File: src/sleep_timer_pkg.sv
package sleep_timer_pkg;

  // =======================================================================
  // register addresses
  // =======================================================================
  localparam logic [7:0] ADDR_IRQ_CTRL  = 8'hA1;
  localparam logic [7:0] ADDR_CTRL      = 8'hA2;
  localparam logic [7:0] ADDR_EVT_LOW   = 8'hA3;
  localparam logic [7:0] ADDR_EVT_HIGH  = 8'hA4;
  localparam logic [7:0] ADDR_CNT_LOW   = 8'hA5;
  localparam logic [7:0] ADDR_CNT_HIGH  = 8'hA6;

  // =======================================================================
  // widths and counter constants
  // =======================================================================
  localparam int unsigned COUNT_WIDTH = 31;
  localparam int unsigned SLICE_WIDTH = 16;
  localparam int unsigned RES_WIDTH   = 2;
  localparam int unsigned RES_STEP    = 5;

  localparam logic [COUNT_WIDTH-1:0] COUNT_RESET_VALUE = 31'h0000_0004;
  localparam logic [COUNT_WIDTH-1:0] COUNT_POWERUP     = 31'h0000_0000;

  // =======================================================================
  // reset values
  // =======================================================================
  localparam logic [7:0]           EVT_LOW_RESET   = 8'h6B;
  localparam logic [7:0]           EVT_HIGH_RESET  = 8'h87;
  localparam logic [2:0]           CTRL_RSVD_RESET = 3'h7;
  localparam logic [RES_WIDTH-1:0] RES_RESET       = 2'h0;
  localparam logic [7:0]           BYTE_ZERO       = 8'h00;

  // =======================================================================
  // field positions
  // =======================================================================
  localparam int unsigned CTRL_RES_LSB   = 0;
  localparam int unsigned CTRL_RESET_BIT = 2;
  localparam int unsigned CTRL_RSVD_LSB  = 4;
  localparam int unsigned IRQ_FLAG_BIT   = 0;
  localparam int unsigned IRQ_MASK_BIT   = 4;

  // =======================================================================
  // types
  // =======================================================================
  typedef enum logic [2:0] {
    pm_active,
    power_mode_zero,
    power_mode_one,
    power_mode_two,
    deepest_power_mode
  } power_mode_e;

  typedef struct packed {
    logic       wr;
    logic       rd;
    logic [7:0] addr;
    logic [7:0] wdata;
  } sfr_req_s;

endpackage : sleep_timer_pkg
File: src/sleep_edge_detect.sv
`timescale 1ns/10ps

// =========================================================================
// sleep clock synchroniser and rising edge detector
// =========================================================================
module sleep_edge_detect (
  input  wire logic clk,
  input  wire logic reset,
  input  wire logic sleep_clk_raw,
  output logic      rise
);

  logic sync1_q;
  logic sync2_q;
  logic last_q;

  always_ff @(posedge clk or posedge reset) begin
    if (reset) begin
      sync1_q <= 1'b0;
      sync2_q <= 1'b0;
      last_q  <= 1'b0;
    end else begin
      sync1_q <= sleep_clk_raw;
      sync2_q <= sync1_q;
      last_q  <= sync2_q;
    end
  end

  assign rise = sync2_q & ~last_q;

endmodule : sleep_edge_detect

File: src/sleep_timer.sv
`timescale 1ns/10ps

module sleep_timer
  import sleep_timer_pkg::*;
#(
  parameter int unsigned CAL_WIDTH = 6
) (
  input  wire logic                 clk,
  input  wire logic                 reset,
  input  wire sfr_req_s             sfr_req,
  output logic [7:0]                sfr_rdata,
  input  wire logic                 xosc_32k_in,
  input  wire logic                 low_power_rc_oscillator_in,
  input  wire logic                 sleep_clk_sel,
  input  wire power_mode_e          power_mode,
  input  wire logic                 fast_xosc_running,
  input  wire logic                 rc_cal_valid,
  input  wire logic [CAL_WIDTH-1:0] rc_cal_result,
  output logic [CAL_WIDTH-1:0]      rc_cal_trim,
  output logic                      wake_request,
  output logic                      wake_irq,
  output logic                      wake_dma_trigger
);

  // =======================================================================
  // helpers
  // =======================================================================
  function automatic logic [SLICE_WIDTH-1:0] slice_of(
    input logic [COUNT_WIDTH-1:0] count,
    input logic [RES_WIDTH-1:0]   res
  );
    logic [COUNT_WIDTH-1:0] shifted;
    shifted = count >> (RES_STEP * res);
    return shifted[SLICE_WIDTH-1:0];
  endfunction : slice_of

  function automatic logic may_sleep_count(input power_mode_e mode);
    return (mode != deepest_power_mode);
  endfunction : may_sleep_count

  function automatic logic is_light_sleep(input power_mode_e mode);
    return (mode == power_mode_zero) || (mode == power_mode_one) ||
           (mode == power_mode_two);
  endfunction : is_light_sleep

  // =======================================================================
  // state
  // =======================================================================
  typedef enum logic [0:0] {
    wake_idle,
    wake_pending
  } wake_state_e;

  logic [COUNT_WIDTH-1:0] count_q;
  logic [COUNT_WIDTH-1:0] count_inc;
  logic [RES_WIDTH-1:0]   res_q;
  logic [2:0]             ctrl_rsvd_q;
  logic [7:0]             evt_low_q;
  logic [7:0]             evt_high_q;
  logic                   irq_flag_q;
  logic                   irq_mask_q;
  logic [7:0]             cnt_high_shadow_q;
  logic [7:0]             rdata_q;
  logic                   wake_irq_q;
  logic                   dma_q;
  logic                   wake_request_q;
  logic [CAL_WIDTH-1:0]   rc_trim_q;
  wake_state_e            wake_state_q;

  logic                   sleep_clk_mux;
  logic                   sleep_rise;
  logic                   tick_run;
  logic [SLICE_WIDTH-1:0] evt_value;
  logic [SLICE_WIDTH-1:0] evt_written;
  logic [SLICE_WIDTH-1:0] slice_now;
  logic [SLICE_WIDTH-1:0] slice_next;
  logic                   wr_ctrl;
  logic                   wr_evt_low;
  logic                   wr_evt_high;
  logic                   wr_irq;
  logic                   ctrl_reset_write;
  logic                   match_tick;
  logic                   write_below;
  logic                   event_fire;

  // =======================================================================
  // sleep clock selection and crossing
  // =======================================================================
  // mux ahead of the first sync stage; a switch may cost one stray tick
  assign sleep_clk_mux = sleep_clk_sel ? xosc_32k_in : low_power_rc_oscillator_in;

  sleep_edge_detect u_edge (
    .clk           (clk),
    .reset         (reset),
    .sleep_clk_raw (sleep_clk_mux),
    .rise          (sleep_rise)
  );

  assign tick_run = sleep_rise && may_sleep_count(power_mode);

  // =======================================================================
  // register write decode
  // =======================================================================
  assign wr_ctrl     = sfr_req.wr && (sfr_req.addr == ADDR_CTRL);
  assign wr_evt_low  = sfr_req.wr && (sfr_req.addr == ADDR_EVT_LOW);
  assign wr_evt_high = sfr_req.wr && (sfr_req.addr == ADDR_EVT_HIGH);
  assign wr_irq      = sfr_req.wr && (sfr_req.addr == ADDR_IRQ_CTRL);

  assign ctrl_reset_write = wr_ctrl && sfr_req.wdata[CTRL_RESET_BIT];

  // =======================================================================
  // event detection
  // =======================================================================
  assign evt_value  = {evt_high_q, evt_low_q};
  assign count_inc  = count_q + 1'b1;
  assign slice_now  = slice_of(count_q, res_q);
  assign slice_next = slice_of(count_inc, res_q);

  // value that the event register holds after this write
  always_comb begin
    evt_written = evt_value;
    if (wr_evt_low) begin
      evt_written = {evt_high_q, sfr_req.wdata};
    end else if (wr_evt_high) begin
      evt_written = {sfr_req.wdata, evt_low_q};
    end
  end

  // interval is mantissa slice steps, each 2^(5*res) periods
  assign match_tick = tick_run && (slice_next >= evt_value);

  assign write_below = (wr_evt_low || wr_evt_high) && may_sleep_count(power_mode) &&
                       (evt_written < slice_now);

  assign event_fire = (match_tick || write_below) && !ctrl_reset_write;

  // =======================================================================
  // sleep counter
  // =======================================================================
  // resolution is not part of the count; changing it only moves the slice
  always_ff @(posedge clk or posedge reset) begin
    if (reset) begin
      count_q <= COUNT_POWERUP;
    end else if (ctrl_reset_write) begin
      count_q <= COUNT_RESET_VALUE;
    end else if (event_fire) begin
      count_q <= COUNT_POWERUP;
    end else if (tick_run) begin
      count_q <= count_inc;
    end
  end

  // =======================================================================
  // control and event value registers
  // =======================================================================
  always_ff @(posedge clk or posedge reset) begin
    if (reset) begin
      res_q       <= RES_RESET;
      ctrl_rsvd_q <= CTRL_RSVD_RESET;
    end else if (wr_ctrl) begin
      res_q       <= sfr_req.wdata[CTRL_RES_LSB +: RES_WIDTH];
      ctrl_rsvd_q <= sfr_req.wdata[CTRL_RSVD_LSB +: 3];
    end
  end

  always_ff @(posedge clk or posedge reset) begin
    if (reset) begin
      evt_low_q  <= EVT_LOW_RESET;
      evt_high_q <= EVT_HIGH_RESET;
    end else begin
      if (wr_evt_low) begin
        evt_low_q <= sfr_req.wdata;
      end
      if (wr_evt_high) begin
        evt_high_q <= sfr_req.wdata;
      end
    end
  end

  // =======================================================================
  // interrupt flag and mask
  // =======================================================================
  // a new event wins over a clearing write in the same cycle
  always_ff @(posedge clk or posedge reset) begin
    if (reset) begin
      irq_flag_q <= 1'b0;
    end else if (event_fire) begin
      irq_flag_q <= 1'b1;
    end else if (wr_irq && !sfr_req.wdata[IRQ_FLAG_BIT]) begin
      irq_flag_q <= 1'b0;
    end
  end

  always_ff @(posedge clk or posedge reset) begin
    if (reset) begin
      irq_mask_q <= 1'b0;
    end else if (wr_irq) begin
      irq_mask_q <= sfr_req.wdata[IRQ_MASK_BIT];
    end
  end

  always_ff @(posedge clk or posedge reset) begin
    if (reset) begin
      wake_irq_q <= 1'b0;
    end else begin
      wake_irq_q <= irq_flag_q && irq_mask_q;
    end
  end

  // =======================================================================
  // dma trigger
  // =======================================================================
  always_ff @(posedge clk or posedge reset) begin
    if (reset) begin
      dma_q <= 1'b0;
    end else begin
      dma_q <= event_fire;
    end
  end

  // =======================================================================
  // wake request toward the power controller
  // =======================================================================
  // held until the power controller reports active mode
  always_ff @(posedge clk or posedge reset) begin
    if (reset) begin
      wake_state_q   <= wake_idle;
      wake_request_q <= 1'b0;
    end else begin
      case (wake_state_q)
        wake_idle: begin
          if (event_fire && is_light_sleep(power_mode)) begin
            wake_state_q   <= wake_pending;
            wake_request_q <= 1'b1;
          end
        end
        wake_pending: begin
          if (power_mode == pm_active) begin
            wake_state_q   <= wake_idle;
            wake_request_q <= 1'b0;
          end
        end
        default: begin
          wake_state_q   <= wake_idle;
          wake_request_q <= 1'b0;
        end
      endcase
    end
  end

  // =======================================================================
  // rc oscillator calibration hold
  // =======================================================================
  always_ff @(posedge clk or posedge reset) begin
    if (reset) begin
      rc_trim_q <= '0;
    end else if (rc_cal_valid && fast_xosc_running &&
                 ((power_mode == pm_active) || (power_mode == power_mode_zero))) begin
      rc_trim_q <= rc_cal_result;
    end
  end

  // =======================================================================
  // register read
  // =======================================================================
  // low byte read freezes the high byte so a low-then-high pair matches
  always_ff @(posedge clk or posedge reset) begin
    if (reset) begin
      cnt_high_shadow_q <= BYTE_ZERO;
    end else if (sfr_req.rd && (sfr_req.addr == ADDR_CNT_LOW)) begin
      cnt_high_shadow_q <= slice_now[15:8];
    end
  end

  always_ff @(posedge clk or posedge reset) begin
    if (reset) begin
      rdata_q <= BYTE_ZERO;
    end else if (sfr_req.rd) begin
      case (sfr_req.addr)
        ADDR_IRQ_CTRL: begin
          rdata_q                <= BYTE_ZERO;
          rdata_q[IRQ_MASK_BIT]  <= irq_mask_q;
          rdata_q[IRQ_FLAG_BIT]  <= irq_flag_q;
        end
        ADDR_CTRL: begin
          rdata_q                              <= BYTE_ZERO;
          rdata_q[CTRL_RES_LSB +: RES_WIDTH]   <= res_q;
          rdata_q[CTRL_RSVD_LSB +: 3]          <= ctrl_rsvd_q;
        end
        ADDR_EVT_LOW: begin
          rdata_q <= evt_low_q;
        end
        ADDR_EVT_HIGH: begin
          rdata_q <= evt_high_q;
        end
        ADDR_CNT_LOW: begin
          rdata_q <= slice_now[7:0];
        end
        ADDR_CNT_HIGH: begin
          rdata_q <= cnt_high_shadow_q;
        end
        default: begin
          rdata_q <= BYTE_ZERO;
        end
      endcase
    end else begin
      rdata_q <= BYTE_ZERO;
    end
  end

  // =======================================================================
  // outputs
  // =======================================================================
  assign sfr_rdata        = rdata_q;
  assign wake_irq         = wake_irq_q;
  assign wake_dma_trigger = dma_q;
  assign wake_request     = wake_request_q;
  assign rc_cal_trim      = rc_trim_q;

endmodule : sleep_timer

File: config.mk
export PLATFORM = sky130hd
export DESIGN_NAME = sleep_timer
export DESIGN_NICKNAME = d
export VERILOG_FILES = /design/src/sleep_timer_pkg.sv /design/src/sleep_edge_detect.sv /design/src/sleep_timer.sv
export SDC_FILE = /design/constraint.sdc
export NUM_CORES = 1
export LEC_CHECK = 0
export BUFFER_PORTS_ARGS = -buffer_cell sky130_fd_sc_hd__buf_4
export CAP_MARGIN = 20
export CORE_MARGIN = 5
export CORE_UTILIZATION = 40
export DETAILED_ROUTE_END_ITERATION = 7
export PLACE_DENSITY = 0.67
export SLEW_MARGIN = 20
export SYNTH_ARGS = -nofsm -noshare
export SYNTH_HDL_FRONTEND = slang
export SYNTH_HIERARCHICAL = 1
export SYNTH_SLANG_ARGS = --single-unit
File: constraint.sdc
create_clock -name clk -period 4.06 [get_ports clk]
set_clock_uncertainty 0.1 [all_clocks]
set_input_delay 0 -clock clk [delete_from_list [all_inputs] [get_ports clk]]
set_output_delay 0 -clock clk [all_outputs]
set_load 0.01 [all_outputs]
# --- After elaboration in Yosys (flattened, before gate mapping) ---
# Cells that the tools add are included.
totals:
  register_bits: 83
  word_cells: 81
  out_inout_bits: 17
op_classes:
  n_mul: 1
  order_cmp: 2
  n_addsub: 1
  n_reduce_logical: 27
  bitwise_logic: 3
  shifts: 2
  mux: 16
  n_eq_ne: 12
ops:
  columns: ["op", "n"]
  rows:
  - ["31-bit 2-to-1 mux", 3]
  - ["31-bit by 5-bit >> shifter with 16-bit output", 2]
  - ["8-bit == test (second input constant)", 6]
  - ["8-bit case mux with 6 select lines", 1]
  - ["16-bit 2-to-1 mux", 2]
  - ["31-bit by 1-bit adder with 31-bit output (second input constant)", 1]
  - ["16-bit >= comparator", 1]
  - ["1-bit logical AND", 16]
  - ["16-bit < comparator", 1]
  - ["8-bit 2-to-1 mux", 1]
  - ["1-bit 2-to-1 mux", 7]
  - ["3-bit by 2-bit == test with 1-bit output (second input constant)", 2]
  - ["1-bit logical OR", 5]
  - ["3-bit by 2-bit multiplier with 5-bit output (first input constant)", 1]
  - ["1-bit case mux with 2 select lines", 2]
  - ["3-bit by 1-bit == test with 1-bit output (second input constant)", 1]
  - ["3-bit logical NOT", 1]
  - ["3-bit inequality test (second input constant)", 1]
  - ["3-bit nonzero test", 1]
  - ["1-bit logical NOT", 2]
  - ["2-bit by 1-bit inequality test with 1-bit output (second input constant)", 1]
  - ["2-bit inequality test (second input constant)", 1]
  - ["1-bit NOT", 2]
  - ["2-bit AND reduction", 1]
  - ["2 further kinds", 2]

# --- Depth between registers and ports, before layout ---
# Gate-level depths: netlist of the first run.
depth:
  word_depth: 11
  depth_mapped: 16
  ltp_nobuf: 14

# --- Hierarchy ---
# Netlist of the first run, hierarchy kept.
by_module_without_submodules:
  columns: ["mod", "cells_each", "n_inst", "area_each_um2", "seq_area_each_um2"]
  rows:
  - ["sleep_timer", 661, 1, 6080.8, 2016.9]
  - ["sleep_edge_detect", 5, 1, 92.6, 75.1]

# --- Worst setup path after synthesis of the first run ---
# No wires, ideal clock.
synth_path:
  path_kind: "reg2reg"
  startpoint: "register count_q[0]"
  endpoint: "register count_q[3]"
  n_path_buf: 2
  setup_ns: 0.079
  setup_slack_ns: 0.031
  path_stages_with_launch: 17
  synth_period_minus_slack_ns: 4.029
  required_time_ns: 3.881
  arrival_ns: 3.849
  path_cell_list: "dfrtp_1 ha_1 nand4_2 or4_1 buf_2 nor3_2 xnor2_1 mux2i_1 mux2_2 ha_1 a22o_1 nor4_1 o21ai_0 a21oi_2 clkbuf_1 nand3_1 mux2i_1"
synth_between:
  elab_chain_cells: 8
  elab_cells_between_ends: 13
  classes_between: "1 x add/sub; 2 x order compare; 2 x shift; 3 x mux; 5 x reduce/logical"
synth_rtl:
  columns: ["element", "line_no", "rtl"]
  rows:
  - ["start: declaration", "sleep_timer.sv:54", "logic [COUNT_WIDTH-1:0] count_q;"]
  - ["start signal: assignment", "sleep_timer.sv:149", "count_q <= count_inc;"]
  - ["31-bit by 1-bit adder with 31-bit output", "sleep_timer.sv:115", "assign count_inc = count_q + 1'b1;"]
  - ["31-bit by 5-bit >> shifter with 16-bit output", "sleep_timer.sv:33", "shifted = count >> (RES_STEP * res);"]
  - ["16-bit >= comparator", "sleep_timer.sv:130", "assign match_tick = tick_run && (slice_next >= evt_value);"]
  - ["1-bit logical AND", "sleep_timer.sv:130", null]
  - ["1-bit logical OR", "sleep_timer.sv:135", "assign event_fire = (match_tick || write_below) && !ctrl_reset_write;"]
  - ["1-bit logical AND", "sleep_timer.sv:135", null]
  - ["31-bit 2-to-1 mux", "sleep_timer.sv:146", "end else if (event_fire) begin"]
  - ["31-bit 2-to-1 mux", "sleep_timer.sv:144", "end else if (ctrl_reset_write) begin"]
# Parallel ways exist; a longest one is shown, timed or not. The select of a mux whose other input is x is not followed.
# A chain may end at the register's enable or synchronous reset.

# --- Final worst setup path of the first run ---
layout_path:
  startpoint: "register count_q[0]"
  endpoint: "register count_q[5]"
# Same word-level chain as after synthesis.

==> impl_metrics.csv, run 1 <==
group,metric,value,unit
route,wl,19790,um
critical_path,critPathLaunchType,"flip-flop",
route,wire_per_inst,20.40,um
critical_path,worst_ep_arrival_time,4220,ps
critical_path,critical_path_peak_fanout,8,
yosys,synth_area_in_adders,6.486,%
route,vias_per_cell,5.988,
placed_design,placed_cell_area,0.007017,mm^2
sta,final-max-slew-violation-count,0,
power,seq_power_share,37.1,%
status,status,"complete, but fails checks",
yosys,synth_top_family_by_area,"simple AND/OR/NAND/NOR gates",
sta,timing.fmax,0.2449,GHz
power,cellPowerDensity,318.4,mW/mm^2
clocking,tritoncts.num_buffers,9,
power,switching_share,31.60,%
route,remaining_drc_errors,0,
global_route,grt_pass1_vias,5710,
yosys,synthFlopType,"sky130_fd_sc_hd__dfrtp_1",
critical_path,setup.worst_path.end_class,"flip-flop",
sta,finalSetupViolCount,2,
sta,min_period_over_period,100.6,%
yosys,synthMuxAreaShare,15.10,%
sta,maxSlewHeadroom,45.88,%
floorplan,die_outline_area,0.01802,mm^2
yosys,synthesis_stage_register_bit_count,83,
yosys,postSynthCellCount,666,
power,peakVddDrop,224.0,uV
yosys,synth_enable_flop_cells,0,
global_route,grt_util_all_layers,21.68,%
yosys,synth_simple_gate_area_share,20.23,%
yosys,mappedNetlistNets,732,
yosys,largest_cells_by_area_after_synthesis,"sky130_fd_sc_hd__dfrtp_1 (29%), sky130_fd_sc_hd__mux2_2 (8.6%), sky130_fd_sc_hd__ha_1 (6.5%), sky130_fd_sc_hd__mux2i_1 (6.2%), sky130_fd_sc_hd__dfstp_2 (5.1%)",
yosys,fraction_of_the_mapped_netlist_area_in_compound_gates,14.86,%
placed_design,hpwl_reported_at_the_end_of_detailed_placement,14670,um
sta,fin_ws,-23.14,ps
yosys,yosys.area.top_type_share,28.78,%
floorplan,initial_utilization,40.76,%
clocking,cts_tree,"yes",
floorplan,die_w,134.2,um
min_path,worst_hold_path_class,"input port to flip-flop",
clocking,clock_latency,360,ps
sta,final.min_clock_period,4083,ps
power,switching_power,0.8039,mW
flow_run,timing.max_cap.violations,0,
clocking,tritoncts_num_sinks,83,
layout,fin_area,0.007988,mm^2
layout,number_of_nets_at_the_end_of_the_flow,843,
status,failed_checks,"setup timing",
route,ant_nets,0,
clocking,cts-htree-levels,3,
yosys,synth-seq-area-share,33.89,%
power,power_frac_clock,33.7,%
global_route,grt_first_pass_wirelength,30820,um
critical_path,critPathRequiredTime,4200,ps
sta,fin_hold_ws,6.654,ps
yosys,yosysWarnings,6,
sta,rsz0062_at_grt,"yes",
yosys,synth_xor_xnor_area_share,3.972,%
global_route,grt_overflow_total,0,
placed_design,gp_routability_congestion,0.9594,
layout,areaGrowthSynthToFinish,29.39,%
yosys,syn_area,0.006173,mm^2
sta,timing.final.hold_violations,0,
floorplan,boundaryPins,51,
clocking,clock_transition_at_the_registers_of_the_reported_paths,70,ps
global_route,number_of_antenna_violations_at_the_first_check_in_global_routing,0,
power,comb_power_share,29.2,%
yosys,unique_masters_post_synth,70,
critical_path,crit_type,"flip-flop to flip-flop",
floorplan,die_h,134.2,um
route,drt_pass1_iterations,5,
layout,antenna-diode-count,0,
route,detail_route.iter0.violations,780,
route,via_count,5808,
floorplan,core_area,0.01515,mm^2
power,p_int,1.740,mW
power,leakage,3.457,nW
placed_design,port_buffers,50,
clocking,clockBufferDepth,2,
floorplan,core.rowCount,45,
sta,worstMarginPinSlew,805.6,ps
global_route,grt_max_degree,45,
clocking,clockRootBuffer,"sky130_fd_sc_hd__clkbuf_16",
layout,final.fill_count,1336,
yosys,async_flop_share,100.0,%
layout,layout-drive-gt1-share,33.12,%
yosys,postSynthAreaPerCell,9.269,um^2
yosys,netlist.top_cell.by_area,"sky130_fd_sc_hd__dfrtp_1",
-- cell usage after synthesis (all sizes together), types with 6 or more instances --
library cell	count
nand4	24
mux2	47
and3	10
mux2i	38
clkbuf	17
a21oi	23
a22o	7
inv	29
buf	29
o2bb2ai	8
nand2	54
nor3	12
ha	32
nor4	6
xor2	12
o21ai	43
a211oi	6
nor2	41
xnor2	16
nand3	47
dfrtp	71
dfstp	12
o211ai	8
and2	6
-- repair_timing --
| action | in CTS | in global routing |
|---|---|---|
| endpoints found under the setup margin | 22 | 31 |
| hold buffers | 24 | 0 |
| gates resized for setup | 7 | 52 |
| buffers inserted | 1 | 13 |
| pin swaps | 2 | 22 |
| cloned | 0 | 0 |
| endpoints found under the hold margin | 73 | 0 |
-- cells by family after synthesis --
group | count (synthesis)
buffers and inverters | 75
adders and majority gates | 32
and+or+nand+nor | 231
DFF | 83
muxes | 86
AOI/OAI and AO/OA | 131
xor gates and xnor gates | 28
-- cell type report --
cell class	count	area [um^2]	share of cell area (%)
multi-input combinational	508	4049	50.69
timing repair buffer	146	1200	15.02
clock buffer	10	229.0	2.867
clock inverter	6	72.57	0.9085
sequential	83	2092	26.19
tap	188	235.2	2.945
inverter	29	110.1	1.378
-- metal layers --
| metal | vias to the layer above | share of wire, % | global-route usage [%] |
|---|---|---|---|
| met5 | - | 0 | 0 |
| li1 | 2667 | - | - |
| met2 | 229 | 47 | 33.77 |
| met3 | 44 | 6.2 | 2.626 |
| met1 | 2868 | 43 | 30.06 |
| met4 | 0 | 2.9 | 10.18 |
-- placed cells by master, fill, tap and decap left out, types with 7 or more instances in the layout --
cell	count
sky130_fd_sc_hd__a21oi_1	20
sky130_fd_sc_hd__a22o_1	7
sky130_fd_sc_hd__and3_1	10
sky130_fd_sc_hd__buf_4	115
sky130_fd_sc_hd__clkbuf_16	9
sky130_fd_sc_hd__dfrtp_1	71
sky130_fd_sc_hd__dfstp_2	12
sky130_fd_sc_hd__dlygate4sd3_1	24
sky130_fd_sc_hd__ha_1	26
sky130_fd_sc_hd__inv_1	28
sky130_fd_sc_hd__mux2_2	42
sky130_fd_sc_hd__mux2i_1	38
sky130_fd_sc_hd__nand2_1	52
sky130_fd_sc_hd__nand3_1	43
sky130_fd_sc_hd__nand4_1	23
sky130_fd_sc_hd__nor2_1	40
sky130_fd_sc_hd__o211ai_1	7
sky130_fd_sc_hd__o21ai_0	39
sky130_fd_sc_hd__o2bb2ai_1	8
sky130_fd_sc_hd__xnor2_1	13
-- power groups by stage --
stage               clock network (mW)  registers [mW]  logic [mW]
floorplan                            0           0.954       0.389
global placement                     0           0.950       0.629
detailed placement                   0           0.954       0.644
CTS                              0.862           0.940       0.677
global route                     0.901           0.951       0.814
finish                           0.856           0.944       0.743
-- stage by stage --
stage	utilization (%)	std cells	setup WS [ps]	total power, mW	TNS [ps]
finish	52.74	970	-23.14	2.544	-27.93
global placement	46.33	916	-19.50	1.579	-45.81
floorplan	-	666	31.36	1.343	0
global route	52.74	970	-138.6	2.665	-1241
CTS	50.13	957	0.7367	2.479	0
detailed placement	46.33	916	-140.9	1.598	-973.7
-- flip-flops by register name, summed over array words and instances (netlist names) --
signal	cells
u_edge/sync1_q	1
u_edge/sync2_q	1
cnt_high_shadow_q	8
wake_dma_trigger	1
count_q	31
wake_state_q	1
sfr_rdata	8
irq_mask_q	1
res_q	2
evt_low_q	8
irq_flag_q	1
wake_request	1
u_edge/last_q	1
ctrl_rsvd_q	3
wake_irq	1
rc_cal_trim	6
evt_high_q	8
-- worst max-delay path: stages, from the launching register on --
cell and delay (ps):
sky130_fd_sc_hd__dfrtp_1 390, sky130_fd_sc_hd__buf_6 110, sky130_fd_sc_hd__nand4_1 150, sky130_fd_sc_hd__or4_4 620
sky130_fd_sc_hd__or3_4 370, sky130_fd_sc_hd__xor2_2 150, sky130_fd_sc_hd__mux2i_1 100, sky130_fd_sc_hd__mux2_4 290
sky130_fd_sc_hd__ha_4 260, sky130_fd_sc_hd__nand4_1 120, sky130_fd_sc_hd__a2111oi_2 420, sky130_fd_sc_hd__buf_4 200
sky130_fd_sc_hd__a211oi_4 70, sky130_fd_sc_hd__buf_6 160, sky130_fd_sc_hd__a32o_2 260, sky130_fd_sc_hd__a22o_1 180
-- worst paths after layout --
check / startpoint / endpoint / slack (ps) / depth (start not counted)
setup / recovery: count_q[0] / count_q[5] / -20 / 15
hold / removal: sfr_req[8] / sfr_rdata[4] / 7 / 4
setup reg to reg: count_q[0] / count_q[5] / -20 / 15
hold reg to reg: u_edge/sync1_q / u_edge/sync2_q / 270 / 0
max in group asynchronous: reset / evt_high_q[7] / 2620 / 4
min in group asynchronous: reset / wake_request / 240 / 3
(Power assumes the default switching activity.)
==> run 2: changes to the inputs <==
Settings changed: CTS_BUF_LIST set to sky130_fd_sc_hd__clkbuf_4 sky130_fd_sc_hd__clkbuf_8, GPL_TIMING_DRIVEN set to 0.
==> run 2 against run 1 <==
  * The run still ends with setup timing left
  * Non-clock buffer count is 8 higher
  * Core utilization decreased by 0.22 points
  * Combinational power is 2% higher
  * Register-to-register slack worse by 80 ps
  * Flip-flop and latch count did not move
  * Largest cell class unchanged
  * Highest routed layer unchanged
==> impl_metrics.csv, run 2 (same netlist as run 1, synthesis figures left out) <==
group,metric,value,unit
status,status,"complete, but fails checks",
status,failed_checks,"setup timing",
critical_path,crit_type,"flip-flop to flip-flop",
flow_run,timing.max_cap.violations,0,
sta,final.min_clock_period,4166,ps
sta,timing.fmax,0.2400,GHz
floorplan,core.rowCount,45,
placed_design,gp_routability_congestion,0.9771,
clocking,cts-htree-levels,3,
floorplan,core_area,0.01515,mm^2
route,vias_per_cell,5.937,
global_route,number_of_antenna_violations_at_the_first_check_in_global_routing,0,
critical_path,regToRegStartpoint,"count_q[1]",
route,via_count,5806,
route,wire_per_inst,20.03,um
clocking,clockRootBuffer,"sky130_fd_sc_hd__clkbuf_8",
critical_path,critical_path.endpoint,"irq_flag_q",
global_route,grt_overflow_total,0,
floorplan,die_h,134.2,um
sta,fin_ws,-106.3,ps
sta,rsz0062_at_grt,"yes",
clocking,clock_transition_at_the_registers_of_the_reported_paths,100,ps
floorplan,initial_utilization,40.76,%
clocking,tritoncts_num_sinks,83,
layout,antenna-diode-count,0,
critical_path,worst_ep_arrival_time,4320,ps
layout,largest_register_ff_count,31,
clocking,clockBufferDepth,2,
critical_path,worst_r2r_path_depth,18,
floorplan,die_outline_area,0.01802,mm^2
critical_path,launching_instance_or_port_of_the_critical_path,"count_q[1]",
sta,fin_tns_setup,-1919,ps
critical_path,setup.worst_path.end_class,"flip-flop",
power,leakage,3.379,nW
route,ant_nets,0,
critical_path,timing.critical_path.mode_cell,"sky130_fd_sc_hd__buf_4",
sta,maxSlewHeadroom,47.48,%
clocking,clock_latency,380,ps
layout,regMostFlops,"count_q",
placed_design,dp.cells,905,
critical_path,timing.critical_path.cells,"buf_6, nand4_1, buf_4, nor4_4, buf_4, buf_4, nand2_2, xor2_4, o21ai_1, mux2_4, ha_4, a22o_1, nor4_4, o21ai_4, a211oi_4, buf_6, and2_4, o21ai_2",
layout,areaGrowthSynthToFinish,28.84,%
layout,fin_area,0.007954,mm^2
critical_path,critPathLaunchType,"flip-flop",
clocking,cts_tree,"yes",
route,wl,19590,um
layout,most_frequent_standard_cell_in_the_layout_excluding_fill_and_tap_cells,"sky130_fd_sc_hd__buf_4",
global_route,grt_first_pass_wirelength,30550,um
power,peakVddDrop,279.9,uV
critical_path,critical_path_peak_fanout,5,
route,drt_pass1_iterations,7,
floorplan,boundaryPins,51,
clocking,tritoncts.num_buffers,9,
critical_path,critical_path.slowest_cell,"sky130_fd_sc_hd__dfrtp_2",
critical_path,worst-r2r-setup-slack,-110,ps
layout,number_of_nets_at_the_end_of_the_flow,851,
critical_path,crit-reg2reg-capture,"irq_flag_q",
global_route,grt_pass1_vias,5541,
sta,final-max-slew-violation-count,0,
sta,timing.final.hold_violations,0,
critical_path,critPathRequiredTime,4220,ps
placed_design,placed_cell_area,0.006807,mm^2
route,detail_route.iter0.violations,535,
layout,instances_no_fill,978,
critical_path,cpPeakStageDelay,400,ps
sta,finalSetupViolCount,34,
floorplan,die_w,134.2,um
placed_design,hpwl_reported_at_the_end_of_detailed_placement,13750,um
global_route,grt_util_all_layers,21.47,%
route,remaining_drc_errors,0,
layout,layout-drive-gt1-share,33.29,%
placed_design,port_buffers,50,
global_route,grt_max_degree,45,
power,cellPowerDensity,286.4,mW/mm^2
sta,min_period_over_period,102.6,%
layout,final_cell_mix,"sky130_fd_sc_hd__buf_4 (87), sky130_fd_sc_hd__dfrtp_1 (65), sky130_fd_sc_hd__nand2_1 (49)",
min_path,worst_hold_path_class,"input port to flip-flop",
sta,worstMarginPinSlew,781.8,ps
power,power.total,2.278,mW
placed_design,setup_slack_after_placement,-1199,ps
## run 2: what timing repair did
item / 4_1_cts / 5_1_grt
endpoints found under the setup margin: 35 / 35
cloned: 1 / 0
pin swaps: 10 / 33
hold buffers: 24 / 0
gates resized for setup: 36 / 70
hold endpoints to repair: 83 / 0
buffers inserted: 14 / 24
## run 2: how the worst min path moves through the flow
stage,startpoint,end,cells after the start
4_1_cts,sfr_req[8],sfr_rdata[7],4
3_3_place_gp,reset,u_edge/sync1_q,2
2_1_floorplan,reset,u_edge/last_q,1
5_1_grt,sfr_req[11],sfr_rdata[6],4
3_5_place_dp,reset,u_edge/sync1_q,2
6_report,sfr_req[8],sfr_rdata[7],4
## run 2: where the power goes
group | total (mW) | switching [mW] | internal (mW)
Combinational | 0.760 | 0.405 | 0.355
Sequential | 0.948 | 0.0545 | 0.893
Clock | 0.571 | 0.341 | 0.230
## run 2: layout make-up
class	instances	area, um^2
clock buffer	9	123.9
timing repair buffer	114	948.4
clock inverter	7	58.81
buffer	40	245.2
tap	188	235.2
sequential	83	2100
fill	1313	7192
inverter	29	111.4
multi-input combinational	508	4131
## run 2: layer usage
| layer | GRT usage [%] | vias to the layer above | share of wire, % |
|---|---|---|---|
| li1 | - | 2697 | - |
| met1 | 30.06 | 2831 | 45 |
| met2 | 33.18 | 246 | 47 |
| met3 | 4.839 | 32 | 7.0 |
| met4 | 6.505 | 0 | 1.8 |
| met5 | 0 | - | 0 |
## run 2: critical path: cells and delay by family, from the launching register on
| kind | cells | cell delay [ps] |
|---|---|---|
| AO/OA/AOI/OAI | 5 | 1080 |
| multiplexers | 1 | 230 |
| buffers and inverters | 5 | 820 |
| AND/OR/NAND/NOR | 5 | 980 |
| adder cells (fa/ha/maj) | 1 | 200 |
| flip-flops | 1 | 400 |
| XOR/XNOR | 1 | 200 |
## run 2: per-stage QoR
| stage | util (%) | hold slack [ps] |
|---|---|---|
| 5_1_grt | 52.52 | 22.60 |
| 2_1_floorplan | - | -346.4 |
| 3_5_place_dp | 44.94 | -194.5 |
| 3_3_place_gp | 44.79 | -217.8 |
| 4_1_cts | 49.50 | 6.577 |
| 6_report | 52.52 | 29.57 |
==> run 3: changes to the inputs <==
Settings changed: CORE_UTILIZATION 40 to 65, CTS_CLUSTER_SIZE set to 25, PLACE_DENSITY 0.67 to 0.94.
Clock period 4.06 ns to 4.8 ns, I/O delays scaled along.
==> run 3 against run 2 <==
  * The flow now finishes without violations
  * Register-to-register slack improved by 190 ps
  * Clock power is 3.9% lower
  * Critical path depth is 3 lower
  * Via count up 4.0%
  * Highest routed layer unchanged
==> impl_metrics.csv, run 3 (same netlist as run 1, synthesis figures left out) <==
group,metric,value,unit
status,status,"complete, no violations",
power,cellPowerDensity,265.5,mW/mm^2
layout,final_cell_mix,"sky130_fd_sc_hd__dfrtp_1 (69), sky130_fd_sc_hd__buf_4 (56), sky130_fd_sc_hd__nand2_1 (53)",
sta,fin_hold_ws,31.47,ps
layout,finalCoreUtilization,79.01,%
sta,min_period_over_period,98.24,%
critical_path,setup.worst_path.end_class,"flip-flop",
sta,maxSlewHeadroom,47.33,%
clocking,clock_transition_at_the_registers_of_the_reported_paths,100,ps
sta,timing.final.hold_violations,0,
floorplan,die_w,107.5,um
route,wire_per_inst,22.68,um
sta,fin_ws,84.44,ps
sta,finalSetupViolCount,0,
global_route,grt_pass1_vias,5692,
route,wl,20210,um
flow_run,timing.max_cap.violations,0,
floorplan,core.rowCount,35,
route,ant_nets,0,
layout,largest_register_ff_count,31,
route,remaining_drc_errors,0,
layout,areaGrowthSynthToFinish,18.26,%
placed_design,hpwl_reported_at_the_end_of_detailed_placement,14520,um
sta,final-max-slew-violation-count,0,
clocking,clockBufferDepth,2,
clocking,cts_tree,"yes",
critical_path,timing.critical_path.mode_cell,"sky130_fd_sc_hd__o21ai_0",
route,drt_pass1_iterations,5,
global_route,grt_max_degree,56,
critical_path,critical_path_peak_fanout,8,
critical_path,critical_path.slowest_cell,"sky130_fd_sc_hd__o21ai_0",
critical_path,critPathRequiredTime,4930,ps
power,peakVddDrop,230.3,uV
min_path,worst_hold_path_class,"input port to flip-flop",
global_route,grt_first_pass_wirelength,31570,um
sta,worstMarginPinSlew,784.0,ps
placed_design,gp_routability_congestion,0.9658,
critical_path,critPathLaunchType,"flip-flop",
floorplan,core_area,0.009240,mm^2
route,via_count,6041,
route,vias_per_cell,6.780,
layout,number_of_nets_at_the_end_of_the_flow,823,
layout,antenna-diode-count,0,
route,detail_route.iter0.violations,680,
global_route,grt_util_all_layers,35.55,%
floorplan,boundaryPins,51,
placed_design,port_buffers,50,
clocking,tritoncts_num_sinks,83,
critical_path,crit_type,"flip-flop to flip-flop",
floorplan,die_outline_area,0.01155,mm^2
layout,layout-drive-gt1-share,24.28,%
clocking,tritoncts.num_buffers,9,
clocking,cts-htree-levels,3,
global_route,grt_overflow_total,0,
critical_path,timing.critical_path.cells,"buf_2, nand3_1, nor4_4, nand2_1, xor2_2, o21ai_0, mux2_2, ha_1, a22o_1, nor4_2, o21ai_2, a211oi_4, buf_4, and2_1, o21ai_0",
sta,final.min_clock_period,4716,ps
clocking,clock_latency,370,ps
placed_design,dp.cells,846,
placed_design,setup_slack_after_placement,-449.2,ps
critical_path,worst_ep_arrival_time,4840,ps
layout,instances_no_fill,891,
clocking,clockRootBuffer,"sky130_fd_sc_hd__clkbuf_8",
global_route,number_of_antenna_violations_at_the_first_check_in_global_routing,0,
sta,timing.fmax,0.2121,GHz
power,leakage,3.170,nW
critical_path,cpPeakStageDelay,570,ps
layout,most_frequent_standard_cell_in_the_layout_excluding_fill_and_tap_cells,"sky130_fd_sc_hd__dfrtp_1",
sta,rsz0062_at_grt,"no",
floorplan,die_h,107.5,um
layout,regMostFlops,"count_q",
floorplan,initial_utilization,66.81,%
-- run 3: changes by cell type in the layout (fill, tap and decap cells not counted), sizes merged --
cell / delta
clkinvlp: -4
clkbuf: +3
buf: -31
bufinv: +1
inv: +2
clkinv: +1
-- run 3: layout make-up --
| type | count | area, um^2 |
|---|---|---|
| fillers | 619 | 1939 |
| flip-flops and latches | 83 | 2095 |
| well taps | 129 | 161.4 |
| clock buffers | 9 | 123.9 |
| inverters | 29 | 111.4 |
| clock inverters | 7 | 81.33 |
| multi-input cells | 508 | 3815 |
| plain buffers | 46 | 232.7 |
| repair buffers | 80 | 680.7 |
-- run 3: report_power, final --
| part | internal, mW | switching, mW |
|---|---|---|
| Combinational | 0.257 | 0.326 |
| Sequential | 0.755 | 0.0511 |
| Clock | 0.251 | 0.298 |
-- run 3: timing repair --
action                                 CTS  global route
hold buffers                            24             0
setup buffers                            1             4
setup endpoints to repair               35            34
endpoints found under the hold margin  108             0
pin swaps                                1             1
resized for setup                        5            10
-- run 3: metal layers --
layer,GRT usage [%],share of wire [%],up-vias
met5,0,0,-
met4,9.829,2.3,0
met3,5.939,12,63
met2,55.18,46,448
met1,51.40,40,2895
li1,-,-,2635
-- run 3: worst max-delay path: cells and delay by family (launching register included) --
kind,cells,cell delay (ps)
multiplexers,1,290
adder cells (fa/ha/maj),1,260
AO/OA/AOI/OAI,5,1390
AND/OR/NAND/NOR,5,1500
buffers and inverters,2,430
XOR/XNOR,1,250
flip-flops,1,340
-- run 3: through the flow --
step	cell area, um^2	power [mW]	TNS, ps
3_3_place_gp	6710	1.295	-6270
6_report	7301	1.939	0
2_1_floorplan	6173	1.136	0
5_1_grt	7301	2.028	0
4_1_cts	7216	1.885	0
3_5_place_dp	6740	1.316	-8029
-- run 3: path summary, 6_finish.rpt --
kind	from	endpoint	slack, ps	cells past startpoint
max	count_q[9]	irq_flag_q	80	15
min	sfr_req[11]	sfr_rdata[6]	30	4
max reg2reg	count_q[9]	irq_flag_q	80	15
min reg2reg	u_edge/sync1_q	u_edge/sync2_q	270	0
max in group asynchronous	reset	evt_low_q[3]	3860	4
min in group asynchronous	reset	count_q[15]	90	3
